==> src/hw/dtcc_pkg.sv <==
/*
  Constants and carrier types for the debug trace control slice around comparator C.
  Assumes an 8-bit register port with byte offsets and a 17-bit core address space.
*/
package dtcc_pkg;

  localparam int ADDR_W = 8;
  localparam int DATA_W = 8;
  localparam int CORE_AW = 17;

  // Register offsets.
  localparam logic [7:0] OFF_CONTROL = 8'h0C;
  localparam logic [7:0] OFF_CMP_C_EXT = 8'h10;
  localparam logic [7:0] OFF_FIFO_EXT = 8'h14;
  localparam logic [7:0] OFF_CMP_C_ADDR_HI = 8'h18;
  localparam logic [7:0] OFF_CMP_C_ADDR_MID = 8'h1C;
  localparam logic [7:0] OFF_CMP_C_ADDR_LO = 8'h20;
  localparam logic [7:0] OFF_EVT_STATUS = 8'h24;
  localparam logic [7:0] OFF_EVT_MASK = 8'h28;
  localparam logic [7:0] OFF_FIFO_COUNT = 8'h2C;

  // Control register fields.
  localparam int CTL_ENABLE_BIT = 7;
  localparam int CTL_ARM_BIT = 6;
  localparam int CTL_TAG_BIT = 5;
  localparam int CTL_BREAK_REQUEST_ENABLE_BIT = 4;
  localparam int CTL_LOOP_BIT = 0;
  localparam logic [7:0] CTL_WRITE_MASK = 8'hF1;

  // Comparator C extension fields.
  localparam int CCX_DIR_EN_BIT = 7;
  localparam int CCX_DIR_VAL_BIT = 6;
  localparam logic [7:0] CCX_WRITE_MASK = 8'hC0;

  // FIFO extended-info fields.
  localparam int FX_PAGED_BIT = 7;
  localparam int FX_MSB_BIT = 0;

  // Event status bits.
  localparam int EVT_CMP_C_MATCH = 0;
  localparam int EVT_CAPTURE = 1;
  localparam int EVT_RUN_END = 2;
  localparam int EVT_SUPPRESS = 3;
  localparam logic [3:0] EVT_NONE = 4'h0;

  localparam logic [7:0] REG_RESET = 8'h00;
  localparam logic [7:0] FIFO_DEPTH = 8'h08;
  localparam logic [7:0] COUNT_ONE = 8'h01;
  localparam int PAGE_W = 3;
  localparam int PAGE_LOW_W = 14;

  typedef enum logic [1:0] {
    DTCC_RUN_IDLE = 2'b00,
    DTCC_RUN_WAIT = 2'b01,
    DTCC_RUN_STORE = 2'b10
  } dtcc_run_t;

  typedef struct packed {
    logic enable;
    logic arm;
    logic tag;
    logic brk_en;
    logic loop_sup;
  } dtcc_ctl_t;

  typedef struct packed {
    logic valid;
    logic is_read;
    logic [CORE_AW-1:0] addr;
  } dtcc_bus_t;

  typedef struct packed {
    logic valid;
    logic paged;
    logic [PAGE_W-1:0] page;
    logic [CORE_AW-1:0] addr;
  } dtcc_cof_t;

  typedef struct packed {
    logic paged;
    logic [CORE_AW-1:0] word;
  } dtcc_fifo_word_t;

  typedef struct packed {
    logic [ADDR_W-1:0] addr;
    logic [DATA_W-1:0] wdata;
    logic wr;
    logic rd;
  } dtcc_reg_req_t;

endpackage : dtcc_pkg

==> src/hw/dtcc_top.sv <==
/*
  Control slice of the debug trace unit: control register, comparator C with its
  direction qualifier and loop suppression, and FIFO word formation with extended info.
  Assumes a CPU-side register port, a bus-monitor feed, change-of-flow events and a
  trigger pulse from the excluded trigger logic, all synchronous to clk_sys.
*/
`timescale 1ns/1ps
module dtcc_top (
  input wire logic clk_sys,
  input wire logic reset_n,
  input wire logic end_run_reset,
  input wire logic secure,
  input wire logic trig_begin,
  input wire logic event_only_mode,
  input wire logic trig_hit,
  input wire dtcc_pkg::dtcc_reg_req_t reg_req,
  input wire dtcc_pkg::dtcc_bus_t bus_mon,
  input wire dtcc_pkg::dtcc_cof_t cof_in,
  output logic [dtcc_pkg::DATA_W-1:0] reg_rdata,
  output logic fifo_wr,
  output dtcc_pkg::dtcc_fifo_word_t fifo_wdata,
  output logic cmp_c_match,
  output logic brk_req,
  output logic brk_tag,
  output logic irq
);

  typedef struct packed {
    dtcc_pkg::dtcc_ctl_t ctl;
    logic dir_en;
    logic dir_val;
    logic [dtcc_pkg::CORE_AW-1:0] cmp_addr;
    logic fx_paged;
    logic fx_msb;
    logic [7:0] count;
    logic [3:0] status;
    logic [3:0] mask;
    dtcc_pkg::dtcc_run_t run;
    logic [dtcc_pkg::DATA_W-1:0] rdata;
    logic fifo_wr;
    dtcc_pkg::dtcc_fifo_word_t fifo_word;
    logic match;
    logic brk_req;
    logic brk_tag;
    logic irq;
  } dtcc_state_t;

  logic [1:0] rst_sync_r;
  logic rst_n_int;
  dtcc_state_t st_r;
  dtcc_state_t st_nxt;

  // Forms the stored word: paged accesses keep page and 14 low bits, others bit 16 zero.
  function automatic dtcc_pkg::dtcc_fifo_word_t dtcc_form_word(input dtcc_pkg::dtcc_cof_t c);
    dtcc_pkg::dtcc_fifo_word_t w;
    w.paged = c.paged;
    if (c.paged)
    begin
      w.word = {c.page, c.addr[dtcc_pkg::PAGE_LOW_W-1:0]};
    end
    else
    begin
      w.word = {1'b0, c.addr[dtcc_pkg::CORE_AW-2:0]};
    end
    return w;
  endfunction : dtcc_form_word

  // Direction check shared by bus matching.
  function automatic logic dtcc_dir_ok(input logic en, input logic val, input logic is_read);
    return !en || (val == is_read);
  endfunction : dtcc_dir_ok

  always_ff @(posedge clk_sys or negedge reset_n)
  begin
    if (!reset_n)
    begin
      rst_sync_r <= 2'h0;
    end
    else
    begin
      rst_sync_r <= {rst_sync_r[0], 1'b1};
    end
  end

  assign rst_n_int = rst_sync_r[1];

  always_comb
  begin
    logic active;
    logic bus_hit;
    logic storing;
    logic cof_ok;
    logic cof_same;
    logic run_end;
    logic [3:0] evt;
    logic keep_ext;
    dtcc_pkg::dtcc_fifo_word_t w;
    active = 1'b0;
    bus_hit = 1'b0;
    storing = 1'b0;
    cof_ok = 1'b0;
    cof_same = 1'b0;
    run_end = 1'b0;
    evt = dtcc_pkg::EVT_NONE;
    keep_ext = 1'b0;
    w = dtcc_form_word(cof_in);
    st_nxt = st_r;
    st_nxt.fifo_wr = 1'b0;
    st_nxt.rdata = dtcc_pkg::REG_RESET;

    active = st_r.ctl.enable && st_r.ctl.arm;
    bus_hit = active && bus_mon.valid && (bus_mon.addr == st_r.cmp_addr)
      && dtcc_dir_ok(st_r.dir_en, st_r.dir_val, bus_mon.is_read);
    st_nxt.match = bus_hit;

    // Run sequencing follows the trigger position select.
    unique case (st_r.run)
      dtcc_pkg::DTCC_RUN_IDLE:
      begin
        storing = 1'b0;
      end
      dtcc_pkg::DTCC_RUN_WAIT:
      begin
        if (trig_hit)
        begin
          st_nxt.run = dtcc_pkg::DTCC_RUN_STORE;
        end
      end
      dtcc_pkg::DTCC_RUN_STORE:
      begin
        storing = 1'b1;
        if (!trig_begin && trig_hit)
        begin
          run_end = 1'b1;
        end
      end
      default:
      begin
        st_nxt.run = dtcc_pkg::DTCC_RUN_IDLE;
      end
    endcase

    cof_ok = active && storing && !run_end && cof_in.valid && !event_only_mode;
    cof_same = st_r.ctl.loop_sup && (w.word == st_r.cmp_addr);
    if (cof_ok && cof_same)
    begin
      evt[dtcc_pkg::EVT_SUPPRESS] = 1'b1;
    end
    else if (cof_ok)
    begin
      st_nxt.fifo_wr = 1'b1;
      st_nxt.fifo_word = w;
      st_nxt.fx_paged = w.paged;
      st_nxt.fx_msb = w.word[dtcc_pkg::CORE_AW-1];
      st_nxt.count = st_r.count + dtcc_pkg::COUNT_ONE;
      evt[dtcc_pkg::EVT_CAPTURE] = 1'b1;
      if (st_r.ctl.loop_sup)
      begin
        st_nxt.cmp_addr = w.word;
      end
      if (trig_begin && (st_r.count + dtcc_pkg::COUNT_ONE == dtcc_pkg::FIFO_DEPTH))
      begin
        run_end = 1'b1;
      end
    end

    if (run_end)
    begin
      st_nxt.run = dtcc_pkg::DTCC_RUN_IDLE;
      st_nxt.ctl.arm = 1'b0;
      evt[dtcc_pkg::EVT_RUN_END] = 1'b1;
    end
    if (bus_hit)
    begin
      evt[dtcc_pkg::EVT_CMP_C_MATCH] = 1'b1;
    end

    st_nxt.brk_req = st_r.ctl.brk_en && (run_end || bus_hit);
    st_nxt.brk_tag = st_r.ctl.brk_en && st_r.ctl.tag;

    // Register port: reads answer next cycle, writes act next cycle.
    if (reg_req.rd)
    begin
      unique case (reg_req.addr)
        dtcc_pkg::OFF_CONTROL:
        begin
          st_nxt.rdata = {st_r.ctl.enable, st_r.ctl.arm, st_r.ctl.tag, st_r.ctl.brk_en,
            3'h0, st_r.ctl.loop_sup};
        end
        dtcc_pkg::OFF_CMP_C_EXT:
        begin
          st_nxt.rdata = {st_r.dir_en, st_r.dir_val, 6'h00};
        end
        dtcc_pkg::OFF_FIFO_EXT:
        begin
          st_nxt.rdata = {st_r.fx_paged, 6'h00, st_r.fx_msb};
        end
        dtcc_pkg::OFF_CMP_C_ADDR_HI:
        begin
          st_nxt.rdata = {7'h00, st_r.cmp_addr[16]};
        end
        dtcc_pkg::OFF_CMP_C_ADDR_MID:
        begin
          st_nxt.rdata = st_r.cmp_addr[15:8];
        end
        dtcc_pkg::OFF_CMP_C_ADDR_LO:
        begin
          st_nxt.rdata = st_r.cmp_addr[7:0];
        end
        dtcc_pkg::OFF_EVT_STATUS:
        begin
          st_nxt.rdata = {4'h0, st_r.status};
        end
        dtcc_pkg::OFF_EVT_MASK:
        begin
          st_nxt.rdata = {4'h0, st_r.mask};
        end
        dtcc_pkg::OFF_FIFO_COUNT:
        begin
          st_nxt.rdata = st_r.count;
        end
        default:
        begin
          st_nxt.rdata = dtcc_pkg::REG_RESET;
        end
      endcase
    end

    st_nxt.status = st_r.status;
    if (reg_req.wr)
    begin
      unique case (reg_req.addr)
        dtcc_pkg::OFF_CONTROL:
        begin
          st_nxt.ctl.enable = reg_req.wdata[dtcc_pkg::CTL_ENABLE_BIT];
          st_nxt.ctl.arm = reg_req.wdata[dtcc_pkg::CTL_ARM_BIT];
          st_nxt.ctl.tag = reg_req.wdata[dtcc_pkg::CTL_TAG_BIT];
          st_nxt.ctl.brk_en = reg_req.wdata[dtcc_pkg::CTL_BREAK_REQUEST_ENABLE_BIT];
          st_nxt.ctl.loop_sup = reg_req.wdata[dtcc_pkg::CTL_LOOP_BIT];
          if (reg_req.wdata[dtcc_pkg::CTL_ARM_BIT] && !st_r.ctl.arm)
          begin
            st_nxt.count = dtcc_pkg::REG_RESET;
            st_nxt.run = trig_begin ? dtcc_pkg::DTCC_RUN_WAIT : dtcc_pkg::DTCC_RUN_STORE;
          end
          else if (!reg_req.wdata[dtcc_pkg::CTL_ARM_BIT])
          begin
            st_nxt.run = dtcc_pkg::DTCC_RUN_IDLE;
          end
        end
        dtcc_pkg::OFF_CMP_C_EXT:
        begin
          st_nxt.dir_en = reg_req.wdata[dtcc_pkg::CCX_DIR_EN_BIT];
          st_nxt.dir_val = reg_req.wdata[dtcc_pkg::CCX_DIR_VAL_BIT];
        end
        dtcc_pkg::OFF_CMP_C_ADDR_HI:
        begin
          st_nxt.cmp_addr[16] = reg_req.wdata[0];
        end
        dtcc_pkg::OFF_CMP_C_ADDR_MID:
        begin
          st_nxt.cmp_addr[15:8] = reg_req.wdata;
        end
        dtcc_pkg::OFF_CMP_C_ADDR_LO:
        begin
          st_nxt.cmp_addr[7:0] = reg_req.wdata;
        end
        dtcc_pkg::OFF_EVT_STATUS:
        begin
          st_nxt.status = st_r.status & ~reg_req.wdata[3:0];
        end
        dtcc_pkg::OFF_EVT_MASK:
        begin
          st_nxt.mask = reg_req.wdata[3:0];
        end
        default:
        begin
          st_nxt.mask = st_r.mask;
        end
      endcase
    end
    // A new event wins over a clear in the same cycle.
    st_nxt.status = st_nxt.status | evt;

    // The enable bit is forced low and cannot be set while secured.
    if (secure)
    begin
      st_nxt.ctl.enable = 1'b0;
    end
    if (!st_nxt.ctl.enable)
    begin
      st_nxt.ctl.arm = 1'b0;
      st_nxt.run = dtcc_pkg::DTCC_RUN_IDLE;
    end

    // An end-run reset keeps the extension registers only in trigger-end mode
    // with the unit enabled; arming and break enable are always dropped.
    if (end_run_reset)
    begin
      keep_ext = st_r.ctl.enable && !trig_begin;
      st_nxt.ctl.arm = 1'b0;
      st_nxt.ctl.brk_en = 1'b0;
      st_nxt.run = dtcc_pkg::DTCC_RUN_IDLE;
      st_nxt.fifo_wr = 1'b0;
      st_nxt.brk_req = 1'b0;
      st_nxt.match = 1'b0;
      if (!keep_ext)
      begin
        st_nxt.dir_en = 1'b0;
        st_nxt.dir_val = 1'b0;
        st_nxt.fx_paged = 1'b0;
        st_nxt.fx_msb = 1'b0;
      end
      else
      begin
        st_nxt.dir_en = st_r.dir_en;
        st_nxt.dir_val = st_r.dir_val;
        st_nxt.fx_paged = st_r.fx_paged;
        st_nxt.fx_msb = st_r.fx_msb;
      end
    end

    st_nxt.irq = |(st_nxt.status & st_nxt.mask);
  end

  always_ff @(posedge clk_sys or negedge rst_n_int)
  begin
    if (!rst_n_int)
    begin
      st_r <= '0;
    end
    else
    begin
      st_r <= st_nxt;
    end
  end

  assign reg_rdata = st_r.rdata;
  assign fifo_wr = st_r.fifo_wr;
  assign fifo_wdata = st_r.fifo_word;
  assign cmp_c_match = st_r.match;
  assign brk_req = st_r.brk_req;
  assign brk_tag = st_r.brk_tag;
  assign irq = st_r.irq;

endmodule : dtcc_top

==> config.mk <==
export PLATFORM = sky130hd
export DESIGN_NAME = dtcc_top
export DESIGN_NICKNAME = d
export VERILOG_FILES = /design/src/hw/dtcc_pkg.sv /design/src/hw/dtcc_top.sv
export SDC_FILE = /design/constraint.sdc
export NUM_CORES = 1
export LEC_CHECK = 0
export BUFFER_PORTS_ARGS = -buffer_cell sky130_fd_sc_hd__buf_2
export CAP_MARGIN = 20
export CORE_UTILIZATION = 50
export CTS_CLUSTER_SIZE = 10
export DETAILED_ROUTE_END_ITERATION = 10
export GPL_TIMING_DRIVEN = 1
export HOLD_SLACK_MARGIN = 0.02
export PLACE_DENSITY = 0.74
export SLEW_MARGIN = 20
export SYNTH_ARGS = -nofsm -noshare
export SYNTH_HDL_FRONTEND = slang
export SYNTH_SLANG_ARGS = --single-unit
==> constraint.sdc <==
create_clock -name clk_sys -period 6.15 [get_ports clk_sys]
set_input_delay 1.23 -clock clk_sys [delete_from_list [all_inputs] [get_ports clk_sys]]
set_output_delay 1.23 -clock clk_sys [all_outputs]
set_load 0.01 [all_outputs]
After elaboration in Yosys (flattened, before gate mapping) --
Index checks and enable logic that the tools add are counted.
Operators by class: add/subtract/negate cells 1, equality and inequality tests 17, mux-type cells 49, bitwise gates (word level) 5, reduce and logical (&&, ||, !) cells 35
Operators by type and width (number):
- 8-bit one-hot mux with 9 select lines | 1
- 27-bit 2-to-1 mux | 2
- 8-bit 2-to-1 mux | 5
- 19-bit 2-to-1 mux | 2
- 17-bit == test | 2
- 17-bit 2-to-1 mux | 2
- 8-bit by 5-bit == test with 1-bit output, second input constant | 4
- 8-bit by 6-bit == test with 1-bit output, second input constant | 4
- 2-bit 2-to-1 mux | 13
- 24-bit 2-to-1 mux | 1
- 1-bit 2-to-1 mux | 18
- 18-bit 2-to-1 mux | 1
- 8-bit by 4-bit == test with 1-bit output, second input constant | 2
- 1-bit logical AND | 16
- 8-bit by 1-bit adder with 8-bit output, second input constant | 1
- 4-bit bitwise AND | 2
- 4-bit 2-to-1 mux | 2
- 2-bit nonzero test | 4
- 2-bit AND reduction | 3
- 3-bit AND reduction | 2
- 1-bit zero test | 5
- 5-bit 2-to-1 mux | 1
- 2-bit != test, second input constant | 2
- 4-bit inverter | 1
- 10 further kinds | 11
Storage, ports and cells: register bits 77, output and inout bits 31, logic and storage cells 130

Depth between registers and ports, before layout --
Gate-level depths: netlist (run 1).
depth in word-level cells 18, mapped depth 10

Least setup slack after synthesis (run 1) --
No wires, ideal clock.
path type input to register, start point input port reg_req[17] (netlist bit), end point register st_r, in the netlist irq, data arrival time 3.381 ns, setup slack 2.641 ns, stages 7, cell sequence or4_1 -> buf_2 -> or3_2 -> nor2_1 -> mux2_2 -> o21a_1 -> a2111o_1
RTL lines:
- start: declaration | line dtcc_top.sv:16 | input wire dtcc_pkg::dtcc_reg_req_t reg_req,
- end signal: assignment | line dtcc_top.sv:333 | st_r <= st_nxt;
- end: declaration | line dtcc_top.sv:50 | dtcc_state_t st_r;

==> metrics, run 1 <==
status=completed; kind of cell adding the most delay to the critical path=compound AO/OA/AOI/OAI gates; VDD IR max=0.147 mV; Max FO, Critical Path=36; Critical Path RT=6.37 ns; post-route cell area=4970 sq um; Remaining DRCs=0; TritonRoute pass-1 iters=5; number of global-route vias before repair=3340; Final Slew Violations=0; sequential share of the synthesized area=43.8%; io pins=97; Die Area=9180 sq um; Layout fillers=765; Post-synth EDFFs=0; max frequency=276 MHz; TNS Setup=0 ns; TritonCTS Buffers=9; syn nets=541; core area=8380 sq um; layout cells sized above 1=24.3%; Worst-Margin Slew=0.996 ns; via count=3655; TritonCTS clock tree=built; critical path's largest stage delay=0.66 ns; gpl congestion=0.933; Synth cell types=56; row cnt=33; CTS Sinks=77; Cell Pwr Density=216 nW/um^2; Tightest Hold Check Type=reg2reg; min cycle time layout=3.62 ns; syn_area_per_cell=9.28 sq um; antenna-violating nets left=0; relative slew slack=33.0%; synth top area cells=dfrtp_1 (44%), mux2i_1 (6.8%), nand2_1 (6.7%), xnor2_1 (4.6%), buf_4 (4.4%); placed instance area=4730 sq um; critical path cell sequence=buf_2 > mux2i_1 > xor2_1 > nor3b_1 > a21o_1 > buf_4 > o21ai_1 > a2111o_1; CP endpoint kind=register; DRT iter0 DRCs=293; post-synth top area share=43.8%; H-Tree Depth=3; Max Clock Skew=0.0157 ns; postcts setup bufs=0; Mapped Cells=474; die height=95.8 um; Setup CP Type=in2reg; RSZ-0062 raised after global routing=false; gr ovfl total=0; Final Hold Vio Count=0; leakage power=2.39 nW; Area growth syn-to-layout=12.9%; Tot GR Track Use=25.9%; max_cap viols=0; Final Setup Violations=0; top_reg_cell synth=dfrtp_1; hold slack final=0.366 ns; maximum clock path buffer count=2; Core Util, Final=59.2%; antenna cells=0; DR vias/cell=5.67; Avg WL per Cell=17.7 um; Startpoint Class=input port; clock slew at reported path FFs=0.08 ns; Yosys top cell by area=dfrtp_1; mapped cell area=4400 sq um; Initial Util=52.5%; first-pass GRT wire length=17.3 mm; worst skew pair latency=0.35 ns; post-DP HPWL=8.39 mm; initial antenna violation count=0; Yosys warning count=0; Seq cells post-synth=77; asr flop ratio synth=100%; die width=95.8 um; Buffers on Ports=95; nets=602; Slowest cell on crit path=nor3b_1; worst path buffer plus inverter count=2; CTS resizes=0; hold-fix buffers at CTS=0; crit path DAT=3.85 ns; Routed WL=11.4 mm; pin count of the biggest net entering global routing=76; Root Driver=clkbuf_8; Final period util=58.9%
==> area by class of cell <==
cell class	count	area [sq um]	area share, %
tap	105	131	2.65
multi-input combinational	342	2160	43.5
sequential	77	1930	38.8
timing repair buffer	98	498	10.0
clock inverter	5	82.6	1.66
clock buffer	11	141	2.85
inverter	7	26.3	0.529
==> layout by cell type, fill, tap and decap left out, drive strengths merged, types with 4 or more instances in the layout <==
| cell | count |
|---|---|
| a21o | 4 |
| mux2 | 8 |
| a21boi | 5 |
| mux2i | 30 |
| inv | 9 |
| xor2 | 15 |
| or4 | 4 |
| buf | 98 |
| nand4 | 8 |
| nor2b | 5 |
| nor4 | 5 |
| nand3 | 9 |
| dfrtp | 77 |
| a22oi | 5 |
| xnor2 | 23 |
| nor2 | 36 |
| nand3b | 5 |
| or3 | 9 |
| o21ai | 19 |
| nand2 | 79 |
| clkbuf | 11 |
| a21oi | 28 |
| nor3 | 5 |
| nor3b | 4 |
==> kinds of logic (layout without fill, tap and decap cells) <==
group / after synthesis / in the layout / share of synthesized area [%]
AOI/OAI and AO/OA: 84 / 84 / 12.3
xor gates and xnor gates: 38 / 38 / 7.57
adders and majority gates: 1 / 1 / 0.284
buffers and inverters: 55 / 121 / 7.31
DFF: 77 / 77 / 43.8
muxes: 38 / 38 / 8.87
other: 1 / 1 / 0.0852
and+or+nand+nor: 180 / 180 / 19.8
==> metal layers <==
layer | global-route usage [%] | part of all wire [%] | up-vias
met1 | 38.7 | 47 | 1702
li1 | - | - | 1744
met2 | 36.7 | 42 | 186
met5 | 0 | 0 | -
met4 | 10.7 | 2.4 | 0
met3 | 4.66 | 8.1 | 23
==> metrics by stage <==
step | worst slack [ns] | power, W | cells
6_report | 2.53 | 0.00107 | 645
3_5_place_dp | 2.32 | 0.000645 | 629
5_1_grt | 2.37 | 0.00112 | 645
2_1_floorplan | 2.64 | 0.000595 | 474
4_1_cts | 2.65 | 0.00108 | 645
3_3_place_gp | 2.32 | 0.000642 | 629
==> power by group <==
group,internal (W),total [W],leakage (nW),switching [W]
Sequential,0.000517,0.000533,1.06,0.0000159
Clock,0.000242,0.000438,0.114,0.000195
Combinational,0.0000457,0.000104,1.21,0.0000579
Total,0.000805,0.00107,2.39,0.000269
==> Yosys cell counts, drive strengths merged (4+ instances only) <==
library cell and number:
nor4 5, buf 35, a21oi 28, clkbuf 13
xnor2 23, nand3 9, a21o 4, a22oi 5
nor2b 5, or3 9, a21boi 5, inv 7
xor2 15, nor2 36, o21ai 19, dfrtp 77
nor3 5, nand4 8, or4 4, nand3b 5
mux2 8, mux2i 30, nand2 79, nor3b 4
==> flip-flops by register name, summed over array words and instances (netlist names) <==
register / cells
st_r: 44
fifo_wdata: 18
reg_rdata: 8
rst_sync_r: 2
brk_req: 1
brk_tag: 1
cmp_c_match: 1
fifo_wr: 1
irq: 1
==> worst register-to-register path: stages, from the launching register on <==
cell,delay (ns)
dfrtp_1,0.45
xnor2_1,0.29
nand4_1,0.18
nor4_2,0.65
a21o_1,0.20
buf_4,0.34
o21ai_1,0.18
a2111o_1,0.43
==> path summary, 6_finish.rpt <==
kind / from / endpoint / slack, ns / cells after the start
min in group asynchronous: rst_sync_r[1] / fifo_wdata[0] / 0.50 / 1
worst max-delay path: cof_in[20] / irq / 2.53 / 8
worst min register to register: rst_sync_r[0] / rst_sync_r[1] / 0.37 / 0
worst min-delay path: rst_sync_r[0] / rst_sync_r[1] / 0.37 / 0
max in group asynchronous: rst_sync_r[1] / reg_rdata[3] / 5.06 / 1
worst max register to register: st_r[57] / irq / 3.30 / 7
Power figures use the tool's default switching activity.
==> inputs of run 2 (changes only) <==
Settings changed: CORE_UTILIZATION 50 to 49, PLACE_DENSITY 0.74 to 0.76.
Clock period 6.15 ns to 3 ns, I/O delays scaled along.
==> metrics, run 2 (synthesis gave the netlist of run 1 again) <==
status=completed (unchanged); pin count of the biggest net entering global routing=39 (was 76); CTS Sinks=77 (unchanged); crit path DAT=2.83 ns (was 3.85 ns); Worst-Margin Slew=0.853 ns (was 0.996 ns); Final WS setup=0.407 ns (was 2.53 ns); DRT iter0 DRCs=187 (was 293); post-DP HPWL=9.00 mm (was 8.39 mm); core area=8720 sq um (was 8380 sq um); relative slew slack=43.1% (was 33.0%); Final Setup Violations=0 (unchanged); max frequency=386 MHz; most frequent cells in the layout=buf_2 (95), nand2_1 (79), dfrtp_1 (76) (unchanged); Remaining DRCs=0 (unchanged); Critical Path RT=3.24 ns (was 6.37 ns); Met2 Wirelength=5.43 mm (was 4.81 mm); die width=96.8 um (was 95.8 um); Layout fillers=803 (was 765); M1 wire length=5.36 mm (was 5.41 mm); Max Clock Skew=0.0122 ns (was 0.0157 ns); gr ovfl total=0 (unchanged); Tot GR Track Use=26.4% (was 25.9%); Avg WL per Cell=17.7 um (about the same); worst skew pair latency=0.36 ns (was 0.35 ns); min cycle time layout=2.59 ns; Cell Pwr Density=422 nW/um^2 (was 216 nW/um^2); Initial Util=50.4% (was 52.5%); met3 WL=764 um (was 923 um); Final period util=86.4%; maximum clock path buffer count=2 (unchanged); nets=616 (was 602); Routed WL=11.7 mm (was 11.4 mm); CTS resizes=0 (unchanged); Tightest Hold Check Type=reg2reg (unchanged); via count=3718 (was 3655); max reg flops=44 (unchanged); Startpoint Class=input port (unchanged); Area growth syn-to-layout=15.2% (was 12.9%); clock slew at reported path FFs=0.09 ns (was 0.08 ns); Final Hold Vio Count=0 (unchanged); antenna cells=0 (unchanged); CP endpoint kind=register (unchanged); hold-fix buffers at CTS=1 (was 0); most common cell after layout, fill and taps aside=buf_2 (unchanged); leakage power=2.44 nW (was 2.39 nW); postcts setup bufs=0 (unchanged); Buffers on Ports=95 (unchanged); number of global-route vias before repair=3687 (was 3340); area of the multi-input gates=2150 sq um (was 2160 sq um); DR vias/cell=5.62 (was 5.67); TritonRoute pass-1 iters=5 (unchanged); Die Area=9360 sq um (was 9180 sq um); die height=96.8 um (was 95.8 um); Final Non-Filler Cells=662 (was 645); # placed instances=645 (was 629); VDD IR max=0.198 mV (was 0.147 mV); initial antenna violation count=0 (unchanged); Post-Place Setup Slack=0.0427 ns (was 2.32 ns); TNS Setup=0 ns (unchanged); uppermost routed layer=met4 (unchanged); max_cap viols=0 (unchanged); Setup CP Type=in2reg (unchanged); first-pass GRT wire length=19.4 mm (was 17.3 mm); Final Slew Violations=0 (unchanged); Most flops, register=st_r (unchanged); row cnt=34 (was 33); antenna-violating nets left=0 (unchanged); io pins=97 (unchanged); Max FO, Critical Path=4 (was 36); FF/Latch Area=1930 sq um (unchanged); TritonCTS clock tree=built (unchanged); layout cells sized above 1=26.2% (was 24.3%); gpl congestion=0.913 (was 0.933); TritonCTS Buffers=9 (unchanged); RSZ-0062 raised after global routing=false (unchanged); H-Tree Depth=3 (unchanged); Root Driver=clkbuf_8 (unchanged)
-- run 2: cell count changes in the layout (fill, tap and decap cells not counted), sizes merged --
cell / before / now
bufinv: 2 / 1
dlygate4sd3: 0 / 1
clkinv: 1 / 0
buf: 98 / 111
clkbuf: 11 / 10
clkinvlp: 0 / 3
-- run 2: area by class of cell --
class,instances,area share [%]
clock buffers,10,2.72
clock inverters,6,1.38
inverters,7,0.519
multi-input cells,342,42.5
flip-flops and latches,77,38.1
well taps,108,2.67
repair buffers,112,12.2
-- run 2: metrics by stage --
stage / area (sq um) / hold WS (ns) / util (%) / power, W
2_1_floorplan: 4400 / 0.304 / - / 0.00122
3_3_place_gp: 4850 / 0.337 / 55.6 / 0.00132
3_5_place_dp: 4850 / 0.351 / 55.6 / 0.00133
4_1_cts: 5070 / 0.373 / 58.1 / 0.00215
5_1_grt: 5070 / 0.380 / 58.1 / 0.00222
6_report: 5070 / 0.367 / 58.1 / 0.00214
-- run 2: final timing paths --
path                       slack (ns)           from  cells after the start        endpoint
setup / recovery                 0.41    reg_req[17]                      8             irq
hold / removal                   0.37  rst_sync_r[0]                      0   rst_sync_r[1]
setup reg to reg                 0.51       st_r[73]                      7        st_r[53]
hold reg to reg                  0.37  rst_sync_r[0]                      0   rst_sync_r[1]
max in group asynchronous        1.91  rst_sync_r[1]                      1        st_r[47]
min in group asynchronous        0.39  rst_sync_r[1]                      0  fifo_wdata[13]
-- run 2: power by group --
| part | total [W] | internal, W | switching [W] | leakage [nW] |
|---|---|---|---|---|
| combinational | 0.000213 | 0.0000997 | 0.000113 | 1.29 |
| sequential | 0.00110 | 0.00106 | 0.0000422 | 1.06 |
| clock | 0.000825 | 0.000412 | 0.000413 | 0.0955 |
| total | 0.00214 | 0.00157 | 0.000568 | 2.44 |
-- run 2: critical path, stage by stage --
cell and delay [ns]:
buf_2 0.09, or4_1 0.54, or3_2 0.48, nor2_1 0.15
buf_4 0.15, mux2_2 0.34, o21a_1 0.11, a2111o_1 0.37
-- run 2: routing by layer --
| layer | GRT usage, % | up-vias |
|---|---|---|
| met5 | 0 | - |
| met4 | 8.61 | 0 |
| met3 | 4.91 | 14 |
| met2 | 41.0 | 139 |
| met1 | 37.5 | 1781 |
| li1 | - | 1784 |
==> inputs of run 3 (changes only) <==
Settings changed: CAP_MARGIN 20 to 10, PLACE_DENSITY 0.76 to unset, PLACE_DENSITY_LB_ADDON set to 0.05.
==> metrics, run 3 (synthesis gave the netlist of run 1 again) <==
crit path DAT=2.83 ns (about the same); relative slew slack=38.1% (was 43.1%); Final Setup Violations=0 (unchanged); Remaining DRCs=0 (unchanged); clock slew at reported path FFs=0.09 ns (about the same); max frequency=384 MHz (was 386 MHz); sequential power share=52.3% (was 51.5%); switching power=0.000528 W (was 0.000568 W); row cnt=34 (unchanged); via count=3708 (was 3718); worst path buffer plus inverter count=2 (unchanged); max_cap viols=0 (unchanged); Max FO, Critical Path=4 (unchanged); WHS Path Cells=0 (unchanged); Startpoint Class=input port (unchanged); VDD IR max=0.290 mV (was 0.198 mV); Buffers on Ports=95 (unchanged); CTS Sinks=77 (unchanged); DR vias/cell=5.55 (was 5.62); number of global-route vias before repair=3665 (was 3687); CTS resizes=0 (unchanged); Max Clock Skew=0.0159 ns (was 0.0122 ns); Layout fillers=820 (was 803); TritonRoute pass-1 iters=5 (unchanged); pin count of the biggest net entering global routing=76 (was 39); most frequent cells in the layout=buf_2 (95), nand2_1 (79), dfrtp_1 (76) (unchanged); critical path cell sequence=buf_2 > or4_1 > or3_2 > nor2_1 > buf_4 > mux2_2 > o21a_1 > a2111o_1 (unchanged); layout cells sized above 1=26.6% (was 26.2%); FF-to-FF path depth=8 (was 7); min cycle time layout=2.61 ns (was 2.59 ns); gpl congestion=0.936 (was 0.913); Final Hold Vio Count=0 (unchanged); nets=622 (was 616); Root Driver=clkbuf_8 (unchanged); Cell Pwr Density=410 nW/um^2 (was 422 nW/um^2); most common cell after layout, fill and taps aside=buf_2 (unchanged); Critical Path RT=3.23 ns (was 3.24 ns); antenna-violating nets left=0 (unchanged); Power Total=0.00209 W (was 0.00214 W); area of the multi-input gates=2150 sq um (unchanged); DRT iter0 DRCs=261 (was 187); Worst-Margin Slew=0.928 ns (was 0.853 ns); TNS Setup=0 ns (unchanged); Final period util=86.9% (was 86.4%); Routed WL=11.8 mm (was 11.7 mm); Final Slew Violations=0 (unchanged); Area growth syn-to-layout=15.9% (was 15.2%); H-Tree Depth=3 (unchanged); post-DP HPWL=9.05 mm (was 9.00 mm); maximum clock path buffer count=2 (unchanged); Initial Util=50.4% (unchanged); Tot GR Track Use=27.0% (was 26.4%); gr ovfl total=0 (unchanged); core area=8720 sq um (unchanged); Tightest Hold Check Type=reg2reg (unchanged); Most flops, register=st_r (unchanged); Slowest cell on crit path=or4_1 (unchanged); FF/Latch Area=1930 sq um (unchanged); io pins=97 (unchanged); antenna cells=0 (unchanged); Switching Share=25.2% (was 26.6%); die width=96.8 um (unchanged); RSZ-0062 raised after global routing=false (unchanged); CP endpoint kind=register (unchanged); die height=96.8 um (unchanged); initial antenna violation count=0 (unchanged); Setup CP Type=in2reg (unchanged); leakage power=2.47 nW (was 2.44 nW); Clock Power Share=37.3% (was 38.6%); kind of cell adding the most delay to the critical path=simple AND/OR/NAND/NOR gates (unchanged); TritonCTS Buffers=9 (unchanged); worst skew pair latency=0.36 ns (about the same); Worst path depth=8 (unchanged); TritonCTS clock tree=built (unchanged); first-pass GRT wire length=19.6 mm (was 19.4 mm); Avg WL per Cell=17.7 um (about the same); Core Util, Final=58.5% (was 58.1%); max reg flops=44 (unchanged); status=completed (unchanged); Combinational Power Share=10.4% (was 9.9%); Die Area=9360 sq um (unchanged); critical path's largest stage delay=0.55 ns (was 0.54 ns); internal power=0.00156 W (was 0.00157 W)
run 3: per-layer routing:
metal | part of all wire [%] | GRT usage (%) | wire length, um
met5 | 0 | 0 | 0
met4 | 2.4 | 9.41 | 288
met3 | 6.2 | 5.71 | 731
met2 | 43 | 38.5 | 5120
met1 | 48 | 40.5 | 5660
run 3: path summary, 6_finish.rpt:
check,slack (ns),to,start
setup / recovery,0.39,irq,reg_req[17]
hold / removal,0.36,rst_sync_r[1],rst_sync_r[0]
setup reg to reg,0.47,st_r[49],st_r[57]
hold reg to reg,0.36,rst_sync_r[1],rst_sync_r[0]
max in group asynchronous,1.90,reg_rdata[1],rst_sync_r[1]
min in group asynchronous,0.50,st_r[51],rst_sync_r[1]
run 3: cell type report:
cell class / instances / area share (%)
Clock buffer: 12 / 2.85
Clock inverter: 4 / 0.957
Inverter: 7 / 0.515
Multi-Input combinational cell: 342 / 42.2
Sequential cell: 77 / 37.8
Tap cell: 108 / 2.65
Timing Repair Buffer: 118 / 13.0
run 3: per-stage QoR:
step / setup WS [ns] / instance area, sq um / hold slack (ns) / std cells
final: 0.394 / 5100 / 0.362 / 668
after global routing: 0.315 / 5100 / 0.381 / 668
after CTS: 0.413 / 5100 / 0.369 / 668
after detailed placement: 0.0599 / 4890 / 0.349 / 651
after global placement: 0.0330 / 4890 / 0.339 / 651
after floorplan: 0.121 / 4400 / 0.304 / 474
run 3: timing repair:
action | 4_1_cts | 5_1_grt
setup buffers | 0 | 0
endpoints found under the hold margin | 2 | 0
hold buffers | 1 | 0
run 3: power by group through the flow:
stage	sequential, W	clock (W)	combinational (W)
2_1_floorplan	0.00112	0	0.000104
3_3_place_gp	0.00111	0	0.000214
3_5_place_dp	0.00111	0	0.000217
4_1_cts	0.00109	0.000796	0.000219
5_1_grt	0.00110	0.000855	0.000241
6_report	0.00109	0.000781	0.000218
